$ cat src/pkg/timer_defines.svh
/*
  Offsets, field reset values, mode codes and clock-source codes for the
  pulse width and pattern retrigger timer.
  Assumes an 8-bit register port with a 4-bit word address.
*/
`ifndef TIMER_DEFINES_SVH
`define TIMER_DEFINES_SVH

// ---------------------------------------------------------------------
// register offsets
// ---------------------------------------------------------------------
`define OFS_PRESCALER_CONTROL  4'h0
`define OFS_COUNTER0_CONTROL   4'h1
`define OFS_COUNTER1_CONTROL   4'h2
`define OFS_COUNTER2_CONTROL   4'h3
`define OFS_COUNTER3_CONTROL_A 4'h4
`define OFS_COUNTER3_CONTROL_B 4'h5
`define OFS_COUNTER0_COUNT     4'h6
`define OFS_COUNTER1_COUNT     4'h7
`define OFS_COUNTER2_COUNT     4'h8
`define OFS_COUNTER3_COUNT     4'h9
`define OFS_REQUEST_ENABLE     4'hA
`define OFS_STATUS             4'hB

// ---------------------------------------------------------------------
// field positions and reset values
// ---------------------------------------------------------------------
`define POS_RESTART_ENABLE     0
`define RST_CONTROL            8'h00
`define RST_CONTROL_B          8'h00
`define RST_PRESCALER          8'h00
`define RST_REQUEST_ENABLE     8'h00
`define RST_COUNT              8'h00

// ---------------------------------------------------------------------
// operating mode codes
// ---------------------------------------------------------------------
`define OP_PULSE_GEN           2'h0
`define OP_EVENT               2'h1
`define OP_TIMER               2'h2
`define OP_WIDTH               2'h3

// ---------------------------------------------------------------------
// prescaler source codes
// ---------------------------------------------------------------------
`define SRC_SYS                2'h0
`define SRC_SYS_DIV4           2'h1
`define SRC_SYS_DIV2           2'h2
`define SRC_SUB                2'h3

// ---------------------------------------------------------------------
// synchroniser lanes
// ---------------------------------------------------------------------
`define SYN_PIN0               0
`define SYN_PIN1               1
`define SYN_CMP_LEVEL          2
`define SYN_CMP_PULSE          3
`define SYN_SUB_CLOCK          4
`define SYN_PAT_ACTIVE         5
`define SYN_PAT_DISABLE        6
`define SYN_PAT_STOPPED        7
`define SYN_LANES              8

`define COUNT_MAX              8'hFF

`endif

$ cat src/pkg/timer_pkg.sv
/*
  Types shared by the timer design files.
  Assumes timer_defines.svh is on the include path.
*/
`include "timer_defines.svh"

package timer_pkg;

  typedef struct packed {
    logic [1:0] op_select;
    logic       external_source_select;
    logic       counter_run_enable;
    logic       active_edge_select;
    logic [2:0] counter_prescale_ratio;
  } counter_control_t;

  typedef struct packed {
    logic [3:0] addr;
    logic [7:0] wdata;
    logic       write;
    logic       read;
  } reg_req_t;

  typedef struct packed {
    logic timer0_ext_input_pin;
    logic timer1_ext_input_pin;
    logic comparator0_level_output;
    logic comparator0_pulse_event;
    logic sub_clock;
    logic pattern_output_activation;
    logic pattern_output_disable;
    logic pattern_stopped;
  } ext_inputs_t;

  typedef enum logic {
    MEAS_ARMED,
    MEAS_RUNNING
  } meas_state_t;

endpackage

$ cat src/hdl/prescale_divider.sv
/*
  Per-counter prescaler: divides the prescaler input clock ticks by 2**ratio.
  Assumes i_source_tick is a one-cycle pulse on i_clock.
*/
`timescale 1ns/100ps
`default_nettype none

module prescale_divider
  import timer_pkg::*;
#(
  parameter int DIV_BITS = 7
) (
  input  wire logic       i_clock,
  input  wire logic       i_rst_n,
  input  wire logic       i_source_tick,
  input  wire logic [2:0] i_ratio,
  output logic            o_tick
);

  logic [DIV_BITS-1:0] div_count;
  logic [DIV_BITS-1:0] mask;

  // ---------------------------------------------------------------------
  // ratio decode
  // ---------------------------------------------------------------------
  function automatic logic [DIV_BITS-1:0] ratio_mask(input logic [2:0] ratio);
    logic [DIV_BITS:0] one_hot;
    one_hot = (DIV_BITS+1)'(1) << ratio;
    return DIV_BITS'(one_hot - (DIV_BITS+1)'(1));
  endfunction

  assign mask   = ratio_mask(i_ratio);
  assign o_tick = i_source_tick && ((div_count & mask) == mask);

  always_ff @(posedge i_clock) begin
    if (!i_rst_n) begin
      div_count <= '0;
    end else if (i_source_tick) begin
      div_count <= div_count + DIV_BITS'(1);
    end
  end

endmodule

`default_nettype wire

$ cat src/hdl/pulse_width_and_pattern_retrigger_timer.sv
/*
  Four 8-bit timer counters with event counting and pulse width measurement on counters
  0, 1 and 3, pattern non-retrigger mode on counter 2 and pattern retrigger
  mode on counter 3, behind a plain 8-bit register port.
  Assumes all i_ext inputs are asynchronous; the register port is on i_clock.
*/
`timescale 1ns/100ps
`default_nettype none

module pulse_width_and_pattern_retrigger_timer
  import timer_pkg::*;
#(
  parameter int COUNTERS = 4
) (
  input  wire logic        i_clock,
  input  wire logic        i_rst_n,
  input  wire reg_req_t    i_reg_req,
  output logic [7:0]       o_read_data,
  input  wire ext_inputs_t i_ext,
  output logic             o_pattern_retrigger_pulse,
  output logic [3:0]       o_overflow_request,
  output logic [3:0]       o_timer_request
);

  // ---------------------------------------------------------------------
  // state
  // ---------------------------------------------------------------------
  counter_control_t        ctrl       [COUNTERS];
  logic [7:0]              count      [COUNTERS];
  logic [7:0]              preload    [COUNTERS];
  meas_state_t             meas       [COUNTERS];
  logic                    wprev      [COUNTERS];
  logic [7:0]              prescaler_control;
  logic [7:0]              counter3_control_b;
  logic [3:0]              request_enable;
  logic [`SYN_LANES-1:0]   sync_a;
  logic [`SYN_LANES-1:0]   sync_b;
  logic [`SYN_LANES-1:0]   sync_c;
  logic [1:0]              sys_div;

  counter_control_t        next_ctrl  [COUNTERS];
  logic [7:0]              next_count [COUNTERS];
  meas_state_t             next_meas  [COUNTERS];
  logic                    next_wprev [COUNTERS];
  logic                    hw_set     [COUNTERS];
  logic [3:0]              ovf_now;
  logic                    retrig_now;
  logic [3:0]              tick;
  logic                    src_tick;
  logic [`SYN_LANES-1:0]   rise;
  logic [`SYN_LANES-1:0]   fall;
  logic [`SYN_LANES-1:0]   ext_vec;
  logic                    restart_enable;

  assign restart_enable = counter3_control_b[`POS_RESTART_ENABLE];

  // ---------------------------------------------------------------------
  // input synchronisers
  // ---------------------------------------------------------------------
  assign ext_vec = {i_ext.pattern_stopped, i_ext.pattern_output_disable,
                    i_ext.pattern_output_activation, i_ext.sub_clock,
                    i_ext.comparator0_pulse_event, i_ext.comparator0_level_output,
                    i_ext.timer1_ext_input_pin, i_ext.timer0_ext_input_pin};

  always_ff @(posedge i_clock) begin
    if (!i_rst_n) begin
      sync_a <= '0;
      sync_b <= '0;
      sync_c <= '0;
    end else begin
      sync_a <= ext_vec;
      sync_b <= sync_a;
      sync_c <= sync_b;
    end
  end

  assign rise = sync_b & ~sync_c;
  assign fall = ~sync_b & sync_c;

  // ---------------------------------------------------------------------
  // prescaler input clock
  // ---------------------------------------------------------------------
  always_ff @(posedge i_clock) begin
    if (!i_rst_n) begin
      sys_div <= 2'h0;
    end else begin
      sys_div <= sys_div + 2'h1;
    end
  end

  always_comb begin
    unique case (prescaler_control[1:0])
      `SRC_SYS:      src_tick = 1'b1;
      `SRC_SYS_DIV4: src_tick = (sys_div == 2'h3);
      `SRC_SYS_DIV2: src_tick = sys_div[0];
      `SRC_SUB:      src_tick = rise[`SYN_SUB_CLOCK];
    endcase
  end

  for (genvar g = 0; g < COUNTERS; g++) begin : g_div
    prescale_divider u_div (
      .i_clock       (i_clock),
      .i_rst_n       (i_rst_n),
      .i_source_tick (src_tick),
      .i_ratio       (ctrl[g].counter_prescale_ratio),
      .o_tick        (tick[g])
    );
  end

  // ---------------------------------------------------------------------
  // input selection
  // ---------------------------------------------------------------------
  function automatic int unsigned input_lane(input int idx, input logic ext_src);
    unique case (idx)
      0:       return ext_src ? `SYN_CMP_LEVEL : `SYN_PIN0;
      1:       return ext_src ? `SYN_CMP_PULSE : `SYN_PIN1;
      default: return ext_src ? `SYN_CMP_PULSE : `SYN_CMP_LEVEL;
    endcase
  endfunction

  function automatic logic is_active(input logic level, input logic edge_sel);
    return edge_sel ? level : ~level;
  endfunction

  // ---------------------------------------------------------------------
  // counter behaviour
  // ---------------------------------------------------------------------
  always_comb begin
    int unsigned lane;
    logic        lvl;
    logic        inc;
    logic        ev;
    ovf_now    = 4'h0;
    retrig_now = 1'b0;
    lane       = 0;
    lvl        = 1'b0;
    inc        = 1'b0;
    ev         = 1'b0;
    for (int i = 0; i < COUNTERS; i++) begin
      next_ctrl[i]  = ctrl[i];
      next_count[i] = count[i];
      next_meas[i]  = meas[i];
      hw_set[i]     = 1'b0;
      lane          = input_lane(i, ctrl[i].external_source_select);
      lvl           = sync_b[lane];
      next_wprev[i] = tick[i] ? lvl : wprev[i];
      inc           = 1'b0;
      ev            = ctrl[i].active_edge_select ? fall[lane] : rise[lane];
      if (lane == `SYN_CMP_PULSE) begin
        ev = rise[lane];
      end
      unique case (ctrl[i].op_select)
        `OP_WIDTH: begin
          if (i != 2 && ctrl[i].counter_run_enable) begin
            if (tick[i]) begin
              if (meas[i] == MEAS_ARMED) begin
                if (is_active(lvl, ctrl[i].active_edge_select) &&
                    !is_active(wprev[i], ctrl[i].active_edge_select)) begin
                  next_meas[i] = MEAS_RUNNING;
                end
              end else if (!is_active(lvl, ctrl[i].active_edge_select)) begin
                next_meas[i]                    = MEAS_ARMED;
                next_ctrl[i].counter_run_enable = 1'b0;
              end else begin
                inc = 1'b1;
              end
            end
          end else begin
            next_meas[i] = MEAS_ARMED;
          end
        end
        `OP_EVENT: begin
          inc = (i != 2) && ctrl[i].counter_run_enable && ev;
        end
        `OP_TIMER: begin
          inc = ctrl[i].counter_run_enable && tick[i];
        end
        `OP_PULSE_GEN: begin
          if (i == 2) begin
            if (rise[`SYN_PAT_STOPPED]) begin
              next_ctrl[i].counter_run_enable = 1'b1;
              hw_set[i]                       = 1'b1;
            end
            inc = ctrl[i].counter_run_enable && tick[i];
          end else if (i == 3) begin
            if (restart_enable && ctrl[i].counter_run_enable &&
                sync_b[`SYN_PAT_DISABLE]) begin
              next_ctrl[i].counter_run_enable = 1'b0;
            end else if (restart_enable && rise[`SYN_PAT_ACTIVE]) begin
              next_count[i]                   = preload[i];
              next_ctrl[i].counter_run_enable = 1'b1;
              hw_set[i]                       = !ctrl[i].counter_run_enable;
            end else begin
              inc = ctrl[i].counter_run_enable && tick[i];
            end
          end
        end
      endcase
      if (inc) begin
        if (count[i] == `COUNT_MAX) begin
          next_count[i] = preload[i];
          ovf_now[i]    = 1'b1;
          if (i == 2 && ctrl[i].op_select == `OP_PULSE_GEN) begin
            next_ctrl[i].counter_run_enable = 1'b0;
          end
          if (i == 3 && ctrl[i].op_select == `OP_PULSE_GEN && restart_enable) begin
            retrig_now = 1'b1;
          end
        end else begin
          next_count[i] = count[i] + 8'h01;
        end
      end
    end
  end

  // ---------------------------------------------------------------------
  // control registers
  // ---------------------------------------------------------------------
  function automatic logic [3:0] control_offset(input int idx);
    unique case (idx)
      0:       return `OFS_COUNTER0_CONTROL;
      1:       return `OFS_COUNTER1_CONTROL;
      2:       return `OFS_COUNTER2_CONTROL;
      default: return `OFS_COUNTER3_CONTROL_A;
    endcase
  endfunction

  function automatic logic [3:0] count_offset(input int idx);
    return 4'(`OFS_COUNTER0_COUNT + idx);
  endfunction

  always_ff @(posedge i_clock) begin
    if (!i_rst_n) begin
      for (int i = 0; i < COUNTERS; i++) begin
        ctrl[i] <= counter_control_t'(`RST_CONTROL);
      end
    end else begin
      for (int i = 0; i < COUNTERS; i++) begin
        if (i_reg_req.write && i_reg_req.addr == control_offset(i)) begin
          ctrl[i] <= counter_control_t'(i_reg_req.wdata);
          if (hw_set[i]) begin
            ctrl[i].counter_run_enable <= 1'b1;
          end
        end else begin
          ctrl[i] <= next_ctrl[i];
        end
      end
    end
  end

  always_ff @(posedge i_clock) begin
    if (!i_rst_n) begin
      prescaler_control  <= `RST_PRESCALER;
      counter3_control_b <= `RST_CONTROL_B;
      request_enable     <= 4'(`RST_REQUEST_ENABLE);
    end else if (i_reg_req.write) begin
      unique case (i_reg_req.addr)
        `OFS_PRESCALER_CONTROL:  prescaler_control  <= {6'h00, i_reg_req.wdata[1:0]};
        `OFS_COUNTER3_CONTROL_B: counter3_control_b <= {7'h00, i_reg_req.wdata[0]};
        `OFS_REQUEST_ENABLE:     request_enable     <= i_reg_req.wdata[3:0];
        default: ;
      endcase
    end
  end

  // ---------------------------------------------------------------------
  // counts, preloads and measurement state
  // ---------------------------------------------------------------------
  always_ff @(posedge i_clock) begin
    if (!i_rst_n) begin
      for (int i = 0; i < COUNTERS; i++) begin
        count[i]   <= `RST_COUNT;
        preload[i] <= `RST_COUNT;
      end
    end else begin
      for (int i = 0; i < COUNTERS; i++) begin
        if (i_reg_req.write && i_reg_req.addr == count_offset(i)) begin
          preload[i] <= i_reg_req.wdata;
          if (!ctrl[i].counter_run_enable) begin
            count[i] <= i_reg_req.wdata;
          end else begin
            count[i] <= next_count[i];
          end
        end else begin
          count[i] <= next_count[i];
        end
      end
    end
  end

  always_ff @(posedge i_clock) begin
    if (!i_rst_n) begin
      for (int i = 0; i < COUNTERS; i++) begin
        meas[i]  <= MEAS_ARMED;
        wprev[i] <= 1'b0;
      end
    end else begin
      for (int i = 0; i < COUNTERS; i++) begin
        if (i_reg_req.write && i_reg_req.addr == control_offset(i)) begin
          meas[i] <= MEAS_ARMED;
        end else begin
          meas[i] <= next_meas[i];
        end
        wprev[i] <= next_wprev[i];
      end
    end
  end

  // ---------------------------------------------------------------------
  // requests and retrigger
  // ---------------------------------------------------------------------
  always_ff @(posedge i_clock) begin
    if (!i_rst_n) begin
      o_overflow_request        <= 4'h0;
      o_timer_request           <= 4'h0;
      o_pattern_retrigger_pulse <= 1'b0;
    end else begin
      o_overflow_request        <= ovf_now;
      o_timer_request           <= ovf_now & request_enable;
      o_pattern_retrigger_pulse <= retrig_now;
    end
  end

  // ---------------------------------------------------------------------
  // read port
  // ---------------------------------------------------------------------
  always_ff @(posedge i_clock) begin
    if (!i_rst_n) begin
      o_read_data <= 8'h00;
    end else if (i_reg_req.read) begin
      unique case (i_reg_req.addr)
        `OFS_PRESCALER_CONTROL:  o_read_data <= prescaler_control;
        `OFS_COUNTER0_CONTROL:   o_read_data <= ctrl[0];
        `OFS_COUNTER1_CONTROL:   o_read_data <= ctrl[1];
        `OFS_COUNTER2_CONTROL:   o_read_data <= ctrl[2];
        `OFS_COUNTER3_CONTROL_A: o_read_data <= ctrl[3];
        `OFS_COUNTER3_CONTROL_B: o_read_data <= counter3_control_b;
        `OFS_COUNTER0_COUNT:     o_read_data <= count[0];
        `OFS_COUNTER1_COUNT:     o_read_data <= count[1];
        `OFS_COUNTER2_COUNT:     o_read_data <= count[2];
        `OFS_COUNTER3_COUNT:     o_read_data <= count[3];
        `OFS_REQUEST_ENABLE:     o_read_data <= {4'h0, request_enable};
        `OFS_STATUS:             o_read_data <= {4'h0, meas[3] == MEAS_RUNNING,
                                                 1'b0, meas[1] == MEAS_RUNNING,
                                                 meas[0] == MEAS_RUNNING};
        default:                 o_read_data <= 8'h00;
      endcase
    end else begin
      o_read_data <= 8'h00;
    end
  end

endmodule

`default_nettype wire

$ cat config.mk
export PLATFORM = sky130hd
export DESIGN_NAME = pulse_width_and_pattern_retrigger_timer
export DESIGN_NICKNAME = d
export VERILOG_FILES = /design/src/pkg/timer_pkg.sv /design/src/hdl/prescale_divider.sv /design/src/hdl/pulse_width_and_pattern_retrigger_timer.sv
export VERILOG_INCLUDE_DIRS = /design/src /design/src/pkg
export SDC_FILE = /design/constraint.sdc
export NUM_CORES = 1
export LEC_CHECK = 0
export BUFFER_PORTS_ARGS = -buffer_cell sky130_fd_sc_hd__buf_2
export CAP_MARGIN = 20
export CELL_PAD_IN_SITES_DETAIL_PLACEMENT = 0
export CELL_PAD_IN_SITES_GLOBAL_PLACEMENT = 1
export CORE_MARGIN = 5
export CORE_UTILIZATION = 49
export DETAILED_ROUTE_END_ITERATION = 12
export GPL_ROUTABILITY_DRIVEN = 0
export GPL_TIMING_DRIVEN = 0
export PLACE_DENSITY = 0.8
export REMOVE_ABC_BUFFERS = 1
export SLEW_MARGIN = 20
export SYNTH_ARGS = -nofsm -noshare
export SYNTH_HDL_FRONTEND = slang
export SYNTH_SLANG_ARGS = --single-unit
$ cat constraint.sdc
create_clock -name i_clock -period 3 [get_ports i_clock]
set_input_delay 0 -clock i_clock [delete_from_list [all_inputs] [get_ports i_clock]]
set_output_delay 0 -clock i_clock [all_outputs]
set_load 0.005 [all_outputs]
==> results_tabular.tex, run 1 <==
\begin{tabular}{lr}
\hline
Metric & Value \\
\hline
\multicolumn{2}{l}{\textbf{Setup path}} \\
Reg-to-Reg End & count[1][7]\$\_SDFFCE\_PN0P\_ \\
Data required time at the worst endpoint & $\sim$3.2 ns \\
Crit. End Element & flop \\
Source of the worst register-to-register timing path & prescaler\_control[1]\$\_SDFFE\_PN0P\_ \\
Critical path class & reg -> reg \\
Worst endpoint data arrival time & roughly 3.0 ns \\
Largest fanout on the critical path & 17 \\
Worst Reg-to-Reg Cells & 8 \\
Worst R2R Setup Slack & between 0.2 and 0.25 ns \\
Kind of launch point of the worst setup path & flop \\
\multicolumn{2}{l}{\textbf{STA}} \\
Worst-case clock skew & $\sim$0.012 ns \\
Shortest period the worst path allows & between 2 and 3 ns \\
Transition time at the pin with the least slew margin & 0.913 ns \\
Fin. max-slew vios & 0 \\
Fmax & 0.360 GHz \\
Setup repair after global routing missed its margin & no \\
Worst hold slack & 0.0715 ns \\
Final setup viols & 0 \\
Final hold vios & 0 \\
Relative max-transition margin & 39.0\% \\
Ratio of final minimum period to clock period & 92.6\% \\
\multicolumn{2}{l}{\textbf{Detailed routing}} \\
Post-DR wirelength/cell & 20.0 um \\
Remaining number of nets flagged by the antenna check after routing & 0 \\
Vias per Instance & about 6 \\
Initial DRC Count & approximately 740 \\
Number of vias after detailed routing & about 7600 \\
Number of iterations in the first detailed-routing pass & 6 \\
Drc violations & 0 \\
Final wirelength & between 20000 and 30000 um \\
\multicolumn{2}{l}{\textbf{Floorplan}} \\
Die Y-Extent & $\sim$150 um \\
Die span in x & between 100 and 150 um \\
Area of the core & 18700 um\^{}2 \\
Number of top-level pins & between 40 and 50 \\
Die Area & 21900 um\^{}2 \\
Number of cell rows & 50 \\
Starting density of the core & 49.8\% \\
\multicolumn{2}{l}{\textbf{Yosys}} \\
Ys async rst share & 0\% \\
Mean instance size in the synthesized netlist & $\sim$10 um\^{}2 \\
Post-synthesis register bit count & between 150 and 200 \\
Number of warnings printed during yosys synthesis & 0 \\
Main flop type after synthesis & edfxtp\_1 \\
Sequential-to-total area share from yosys stat & 49.3\% \\
Compound-Gate Fraction of Synth Area & 14.4\% \\
Number of instances in the synthesized netlist & $\sim$960 \\
Largest family of logic cells by synthesized area & simple AND/OR/NAND/NOR gates \\
Xor and xnor fraction of the mapped netlist area & under 10\% \\
Number of flops mapped to enable cells by yosys & slightly above 100 \\
Post-Syn Area & approximately 9300 um\^{}2 \\
Fraction of the mapped netlist area in adder cells & 2.02\% \\
Fraction of synthesized area in multiplexers & approximately 6.4\% \\
Unique cell type count in the Yosys netlist & 77 \\
Area share of and/or/nand/nor cells after synthesis & a little over a fifth \\
\multicolumn{2}{l}{\textbf{Worst hold path}} \\
Tightest Hold Check Type & in -> reg \\
Min-Delay Endpoint & ctrl[0][4]\$\_SDFFCE\_PN0P\_ \\
Hold wc startpoint & i\_reg\_req[6] \\
Count of cells along the worst hold path & 3 \\
\multicolumn{2}{l}{\textbf{Cells and area}} \\
Leading cell type in the layout, fill and taps excluded & nor2\_1 \\
Filler Cell Count & around 1700 \\
Fin area & roughly 10000 um\^{}2 \\
Number of nets in the finished design & 1055 \\
Area Growth Syn to Fin & 12.6\% \\
Area used by multi-input combinational logic & 4570 um\^{}2 \\
FF+latch area & 4590 um\^{}2 \\
Most frequent cells in the layout & nor2\_1, edfxtp\_1, nand2\_1 \\
Diode count & 0 \\
Utilization after layout & a little under three fifths \\
Fraction of layout cells with a size suffix above 1 & under 10\% \\
\multicolumn{2}{l}{\textbf{Power}} \\
Share of power burned in registers & about half \\
Switching part of the total power & a little over a quarter \\
Internal power consumption & approximately 4.1 mW \\
Leakage power of the design & slightly below 4 nW \\
Maximum VDD drop & 0.374 mV \\
Power Density & between 500 and 600 nW/um\^{}2 \\
Switching power & 1.49 mW \\
Final Power & $\sim$5.6 mW \\
Proportion of power drawn by combinational gates & between 9 and 10\% \\
Clock network power share & around two fifths \\
\multicolumn{2}{l}{\textbf{Global route}} \\
Vias in the first global route & between 7000 and 8000 \\
Number of antenna violations at the first check in global routing & 0 \\
Overflow left after global routing & 0 \\
Global Route Usage Sum & a little under a quarter \\
Global-route wire length before repair & 39200 um \\
Pin count of the biggest net entering global routing & 69 \\
\multicolumn{2}{l}{\textbf{Placement}} \\
Detailed-placement wirelength estimate & around 17000 um \\
Placed inst area & $\sim$9800 um\^{}2 \\
Input/output buffers & 40 \\
\multicolumn{2}{l}{\textbf{Clocking}} \\
Clock latency reported for the late side of the worst-skew pair & 0.44 ns \\
CTS Root Cell & clkbuf\_16 \\
CTS tree & yes \\
Number of buffers on the longest clock path & 2 \\
\# H-tree levels & 4 \\
Post-CTS clock slew at the launch and capture registers of the worst setup and hold paths & about 0.070 ns \\
Number of clock sinks & 179 \\
Number of buffers created by CTS & 17 \\
\multicolumn{2}{l}{\textbf{Flow run}} \\
Number of maximum-capacitance violations & 0 \\
\multicolumn{2}{l}{\textbf{Run status}} \\
Status & complete, no violations \\
\hline
\end{tabular}
## per-stage QoR
step / TNS (ns) / setup slack, ns / instances
2_1_floorplan: -11.76 / -0.707 / 941
3_3_place_gp: -100.59 / -2.34 / 1215
3_5_place_dp: -0.357 / -0.140 / 1216
4_1_cts: 0 / 0.245 / 1263
5_1_grt: 0 / 0.100 / 1263
6_report: 0 / 0.223 / 1263
## cells by family (layout without fill, tap and decap cells)
kind of cell,Yosys count,count (layout)
AND/OR/NAND/NOR,404,404
AO/OA/AOI/OAI,195,195
other,1,36
multiplexers,53,53
flip-flops,179,179
adder cells (fa/ha/maj),15,15
buffers and inverters,76,113
XOR/XNOR,34,34
## power groups by stage
stage	combinational, mW	clock [mW]	sequential (mW)
2_1_floorplan	0.370	0	2.87
3_3_place_gp	0.526	0	2.94
3_5_place_dp	0.535	0	2.94
4_1_cts	0.552	2.21	2.88
5_1_grt	0.617	2.31	2.90
6_report	0.557	2.17	2.89
## worst max-delay path: stages (launching register included)
cell and delay, ns:
dfxtp_1 0.41, nand3b_1 0.16, a31oi_4 0.27, buf_16 0.18, nand3_1 0.18, nor4_1 0.41
a32o_1 0.47, a31oi_1 0.15, a211o_1 0.28
## sequential cells by signal (all words and copies together) (netlist names), 2 cells and up
register and count:
count 32, ctrl 32, preload 32, g_div.u_div.div_count 28, o_read_data 8, sync_a 8
sync_b 8, sync_c 7, o_overflow_request 4, o_timer_request 4, request_enable 4, meas 3
wprev 3, prescaler_control 2, sys_div 2
## what timing repair did
action | 4_1_cts | 5_1_grt
hold endpoints to repair | 17 | 0
hold buffers | 13 | 0
endpoints found under the setup margin | 6 | 0
resized for setup | 0 | 0
buffers inserted | 2 | 0
## metal layers
| metal | vias to the layer above | track usage (%) | part of all wire, % |
|---|---|---|---|
| met5 | - | 0 | 0 |
| met4 | 0 | 5.54 | 1.7 |
| met3 | 29 | 4.17 | 7.1 |
| met2 | 273 | 37.5 | 47 |
| met1 | 3663 | 32.6 | 44 |
| li1 | 3587 | - | - |
## how the worst max path moves through the flow
stage | startpoint | to | slack (ns) | cells after the start
floorplan | prescaler_control[1]$_SDFFE_PN0P_ | count[1][7]$_SDFFCE_PN0P_ | -0.71 | 7
global placement | prescaler_control[1]$_SDFFE_PN0P_ | count[1][7]$_SDFFCE_PN0P_ | -2.34 | 7
detailed placement | sys_div[0]$_SDFF_PN0_ | count[1][7]$_SDFFCE_PN0P_ | -0.14 | 9
CTS | sys_div[0]$_SDFF_PN0_ | count[1][7]$_SDFFCE_PN0P_ | 0.25 | 9
global route | prescaler_control[1]$_SDFFE_PN0P_ | count[1][7]$_SDFFCE_PN0P_ | 0.1 | 8
finish | prescaler_control[1]$_SDFFE_PN0P_ | count[1][7]$_SDFFCE_PN0P_ | 0.22 | 8
## cell type report
class / count / share of cell area (%)
clock inverters: 14 / 1.20
well taps: 234 / 2.79
flip-flops and latches: 179 / 43.8
clock buffers: 18 / 4.19
multi-input cells: 737 / 43.6
repair buffers: 56 / 3.58
inverters: 25 / 0.894
## synth_stat cells (22+ instances only)
library cell | count | share of area (%)
nand2_1 | 98 | 3.9
nand3_1 | 34 | 1.8
dfxtp_1 | 78 | 17
inv_1 | 22 | 0.89
o21ai_0 | 34 | 1.8
edfxtp_1 | 101 | 33
clkbuf_1 | 44 | 1.8
nor2_1 | 122 | 4.9
mux2i_1 | 31 | 3.3
a21oi_1 | 32 | 1.7
and2_1 | 41 | 2.8
No activity file was read; power rests on OpenSTA's default activity.
==> run 2, diff against run 1 <==
CORE_UTILIZATION = 50   (was 49)
CTS_BUF_LIST = sky130_fd_sc_hd__clkbuf_8   (was unset)
PLACE_DENSITY = 0.82   (was 0.8)
==> results_tabular.tex, run 2 (synthesis gave the netlist of run 1 again) <==
\begin{tabular}{lr}
\hline
Metric & Value \\
\hline
\multicolumn{2}{l}{\textbf{Detailed routing}} \\
Number of vias after detailed routing & 7398 (-2.0\%) \\
Final wirelength & 24800 um (-1.9\%) \\
Post-DR wirelength/cell & 19.6 um (-2.0\%) \\
Vias per Instance & 5.85 (-2.1\%) \\
Drc violations & 0 (unchanged) \\
Remaining number of nets flagged by the antenna check after routing & 0 (unchanged) \\
Number of iterations in the first detailed-routing pass & 5 (-1) \\
Initial DRC Count & 677 (-8.0\%) \\
\multicolumn{2}{l}{\textbf{Clocking}} \\
Post-CTS clock slew at the launch and capture registers of the worst setup and hold paths & 0.10 ns (+0.03 ns) \\
Clock latency reported for the late side of the worst-skew pair & 0.47 ns (+0.03 ns) \\
Number of buffers created by CTS & 17 (unchanged) \\
Number of buffers on the longest clock path & 2 (unchanged) \\
CTS Root Cell & clkbuf\_8 \\
Number of clock sinks & 179 (unchanged) \\
\# H-tree levels & 4 (unchanged) \\
CTS tree & yes \\
\multicolumn{2}{l}{\textbf{Cells and area}} \\
Number of nets in the finished design & 1056 (+0.095\%) \\
Most frequent cells in the layout & nor2\_1, edfxtp\_1, nand2\_1 \\
Fin cells & 1264 (+0.079\%) \\
Leading cell type in the layout, fill and taps excluded & nor2\_1 \\
Area Growth Syn to Fin & 11.0\% \\
Diode count & 0 (unchanged) \\
Top Registers & count x32, ctrl x32, preload x32 \\
Fraction of layout cells with a size suffix above 1 & 9.90\% (+0.18 points) \\
Filler Cell Count & 1688 (+1.9\%) \\
\multicolumn{2}{l}{\textbf{Power}} \\
Leakage power of the design & 3.89 nW (-1.5\%) \\
Share of power burned in registers & 56.2\% (+4.8 points) \\
Power Density & 497 nW/um\^{}2 (-7.2\%) \\
Maximum VDD drop & 0.416 mV (+11\%) \\
Internal power consumption & 3.73 mW (-9.7\%) \\
Switching part of the total power & 27.4\% (+0.91 points) \\
Proportion of power drawn by combinational gates & 10.8\% (+0.9 points) \\
Clock network power share & 33.0\% (-5.7 points) \\
Switching power & 1.41 mW (-5.4\%) \\
\multicolumn{2}{l}{\textbf{Global route}} \\
Overflow left after global routing & 0 (unchanged) \\
Number of antenna violations at the first check in global routing & 0 (unchanged) \\
Global-route wire length before repair & 39000 um (-0.58\%) \\
Pin count of the biggest net entering global routing & 69 (unchanged) \\
Vias in the first global route & 6914 (-1.6\%) \\
Global Route Usage Sum & 23.3\% (+0.099 points) \\
\multicolumn{2}{l}{\textbf{Worst hold path}} \\
Tightest Hold Check Type & in -> reg \\
\multicolumn{2}{l}{\textbf{STA}} \\
Final setup viols & 0 (unchanged) \\
Ratio of final minimum period to clock period & 87.9\% (-4.6 points) \\
Fmax & 0.379 GHz (+5.2\%) \\
Shortest period the worst path allows & 2.64 ns (-0.138 ns) \\
Setup repair after global routing missed its margin & no \\
Final hold vios & 0 (unchanged) \\
Fin. max-slew vios & 0 (unchanged) \\
Relative max-transition margin & 36.0\% (-3.0 points) \\
Transition time at the pin with the least slew margin & 0.958 ns (+0.0450 ns) \\
Worst-case clock skew & 0.0167 ns (+0.00506 ns) \\
Final Worst Setup Slack & 0.362 ns (+0.138 ns) \\
\multicolumn{2}{l}{\textbf{Placement}} \\
Input/output buffers & 40 (unchanged) \\
Detailed-placement wirelength estimate & 17400 um (about the same) \\
Worst slack after detailed placement & -0.0152 ns (+0.125 ns) \\
Number of placed instances with taps included & 1216 (unchanged) \\
\multicolumn{2}{l}{\textbf{Floorplan}} \\
Die Area & 21500 um\^{}2 (-1.9\%) \\
Number of cell rows & 50 (unchanged) \\
Area of the core & 18500 um\^{}2 (-1.0\%) \\
Die Y-Extent & 146 um (-0.94\%) \\
Number of top-level pins & 41 (unchanged) \\
Die span in x & 146 um (-0.94\%) \\
Starting density of the core & 50.3\% (+0.50 points) \\
\multicolumn{2}{l}{\textbf{Setup path}} \\
Kind of launch point of the worst setup path & flop \\
Crit. End Element & flop \\
Critical path class & reg -> reg \\
Worst endpoint data arrival time & 2.87 ns (-0.09 ns) \\
Largest fanout on the critical path & 20 (+3) \\
Data required time at the worst endpoint & 3.23 ns (+0.04 ns) \\
\multicolumn{2}{l}{\textbf{Run status}} \\
Status & complete, no violations \\
\multicolumn{2}{l}{\textbf{Flow run}} \\
Number of maximum-capacitance violations & 0 (unchanged) \\
\hline
\end{tabular}
[run 2: changes by cell type in the layout (fill, tap and decap cells not counted)]
cell,delta
clkinv_1,-2
clkinv_2,+1
clkbuf_16,-17
clkinv_4,-1
dlygate4sd3_1,+1
a32o_1,-1
bufinv_16,+1
inv_1,+1
a32o_2,+1
inv_4,-1
clkbuf_8,+17
inv_6,+1
[run 2: final cells by class]
cell class	instances	area [um^2]	area share (%)
clock inverters	14	151	1.46
clock buffers	18	248	2.40
well taps	234	293	2.83
multi-input cells	737	4570	44.2
inverters	25	93.8	0.908
repair buffers	57	385	3.73
flip-flops and latches	179	4590	44.4
[run 2: worst max-delay path: stages (launching register included)]
cell      delay, ns
dfxtp_1        0.37
ha_1           0.15
nand2b_1       0.09
a31oi_4        0.24
buf_16         0.19
nand3_1        0.18
nor4_1         0.42
a32o_2         0.35
a31oi_1        0.12
a211o_1        0.27
[run 2: final timing paths]
| path | slack [ns] | from | depth (start not counted) | to |
|---|---|---|---|---|
| worst min register to register | 0.43 | sync_a[4]$_SDFF_PN0_ | 1 | sync_b[4]$_SDFF_PN0_ |
| worst max register to register | 0.36 | sys_div[0]$_SDFF_PN0_ | 9 | count[1][7]$_SDFFCE_PN0P_ |
| worst min-delay path | 0.15 | i_rst_n | 2 | o_overflow_request[1]$_SDFF_PN0_ |
| worst max-delay path | 0.36 | sys_div[0]$_SDFF_PN0_ | 9 | count[1][7]$_SDFFCE_PN0P_ |
[run 2: power groups by stage]
| stage | registers, mW | clock network [mW] | logic (mW) |
|---|---|---|---|
| 2_1_floorplan | 2.87 | 0 | 0.370 |
| 3_3_place_gp | 2.94 | 0 | 0.526 |
| 3_5_place_dp | 2.94 | 0 | 0.535 |
| 4_1_cts | 2.88 | 1.72 | 0.552 |
| 5_1_grt | 2.90 | 1.81 | 0.620 |
| 6_report | 2.89 | 1.69 | 0.557 |
[run 2: repair_timing]
| item | in CTS | in global routing |
|---|---|---|
| resized for setup | 1 | 0 |
| endpoints found under the hold margin | 19 | 0 |
| pin swaps | 0 | 1 |
| setup buffers | 0 | 2 |
| hold buffers | 14 | 0 |
| setup endpoints to repair | 1 | 6 |
[run 2: layer usage]
metal  wire (um)  track usage, %
met1       11200            32.8
met2       11500            36.8
met3        1660            4.69
met4         414            6.16
met5           0               0
[run 2: stage by stage]
step / TNS (ns) / power (mW) / area [um^2] / util (%) / hold WS (ns)
detailed placement: -0.0152 / 3.47 / 9780 / 52.8 / 0.209
CTS: 0 / 5.15 / 10300 / 55.7 / 0.107
finish: 0 / 5.14 / 10300 / 55.8 / 0.146
global placement: -91.53 / 3.46 / 9740 / 52.6 / 0.205
global route: 0 / 5.34 / 10300 / 55.8 / 0.157
floorplan: -11.76 / 3.24 / 9240 / - / 0.122
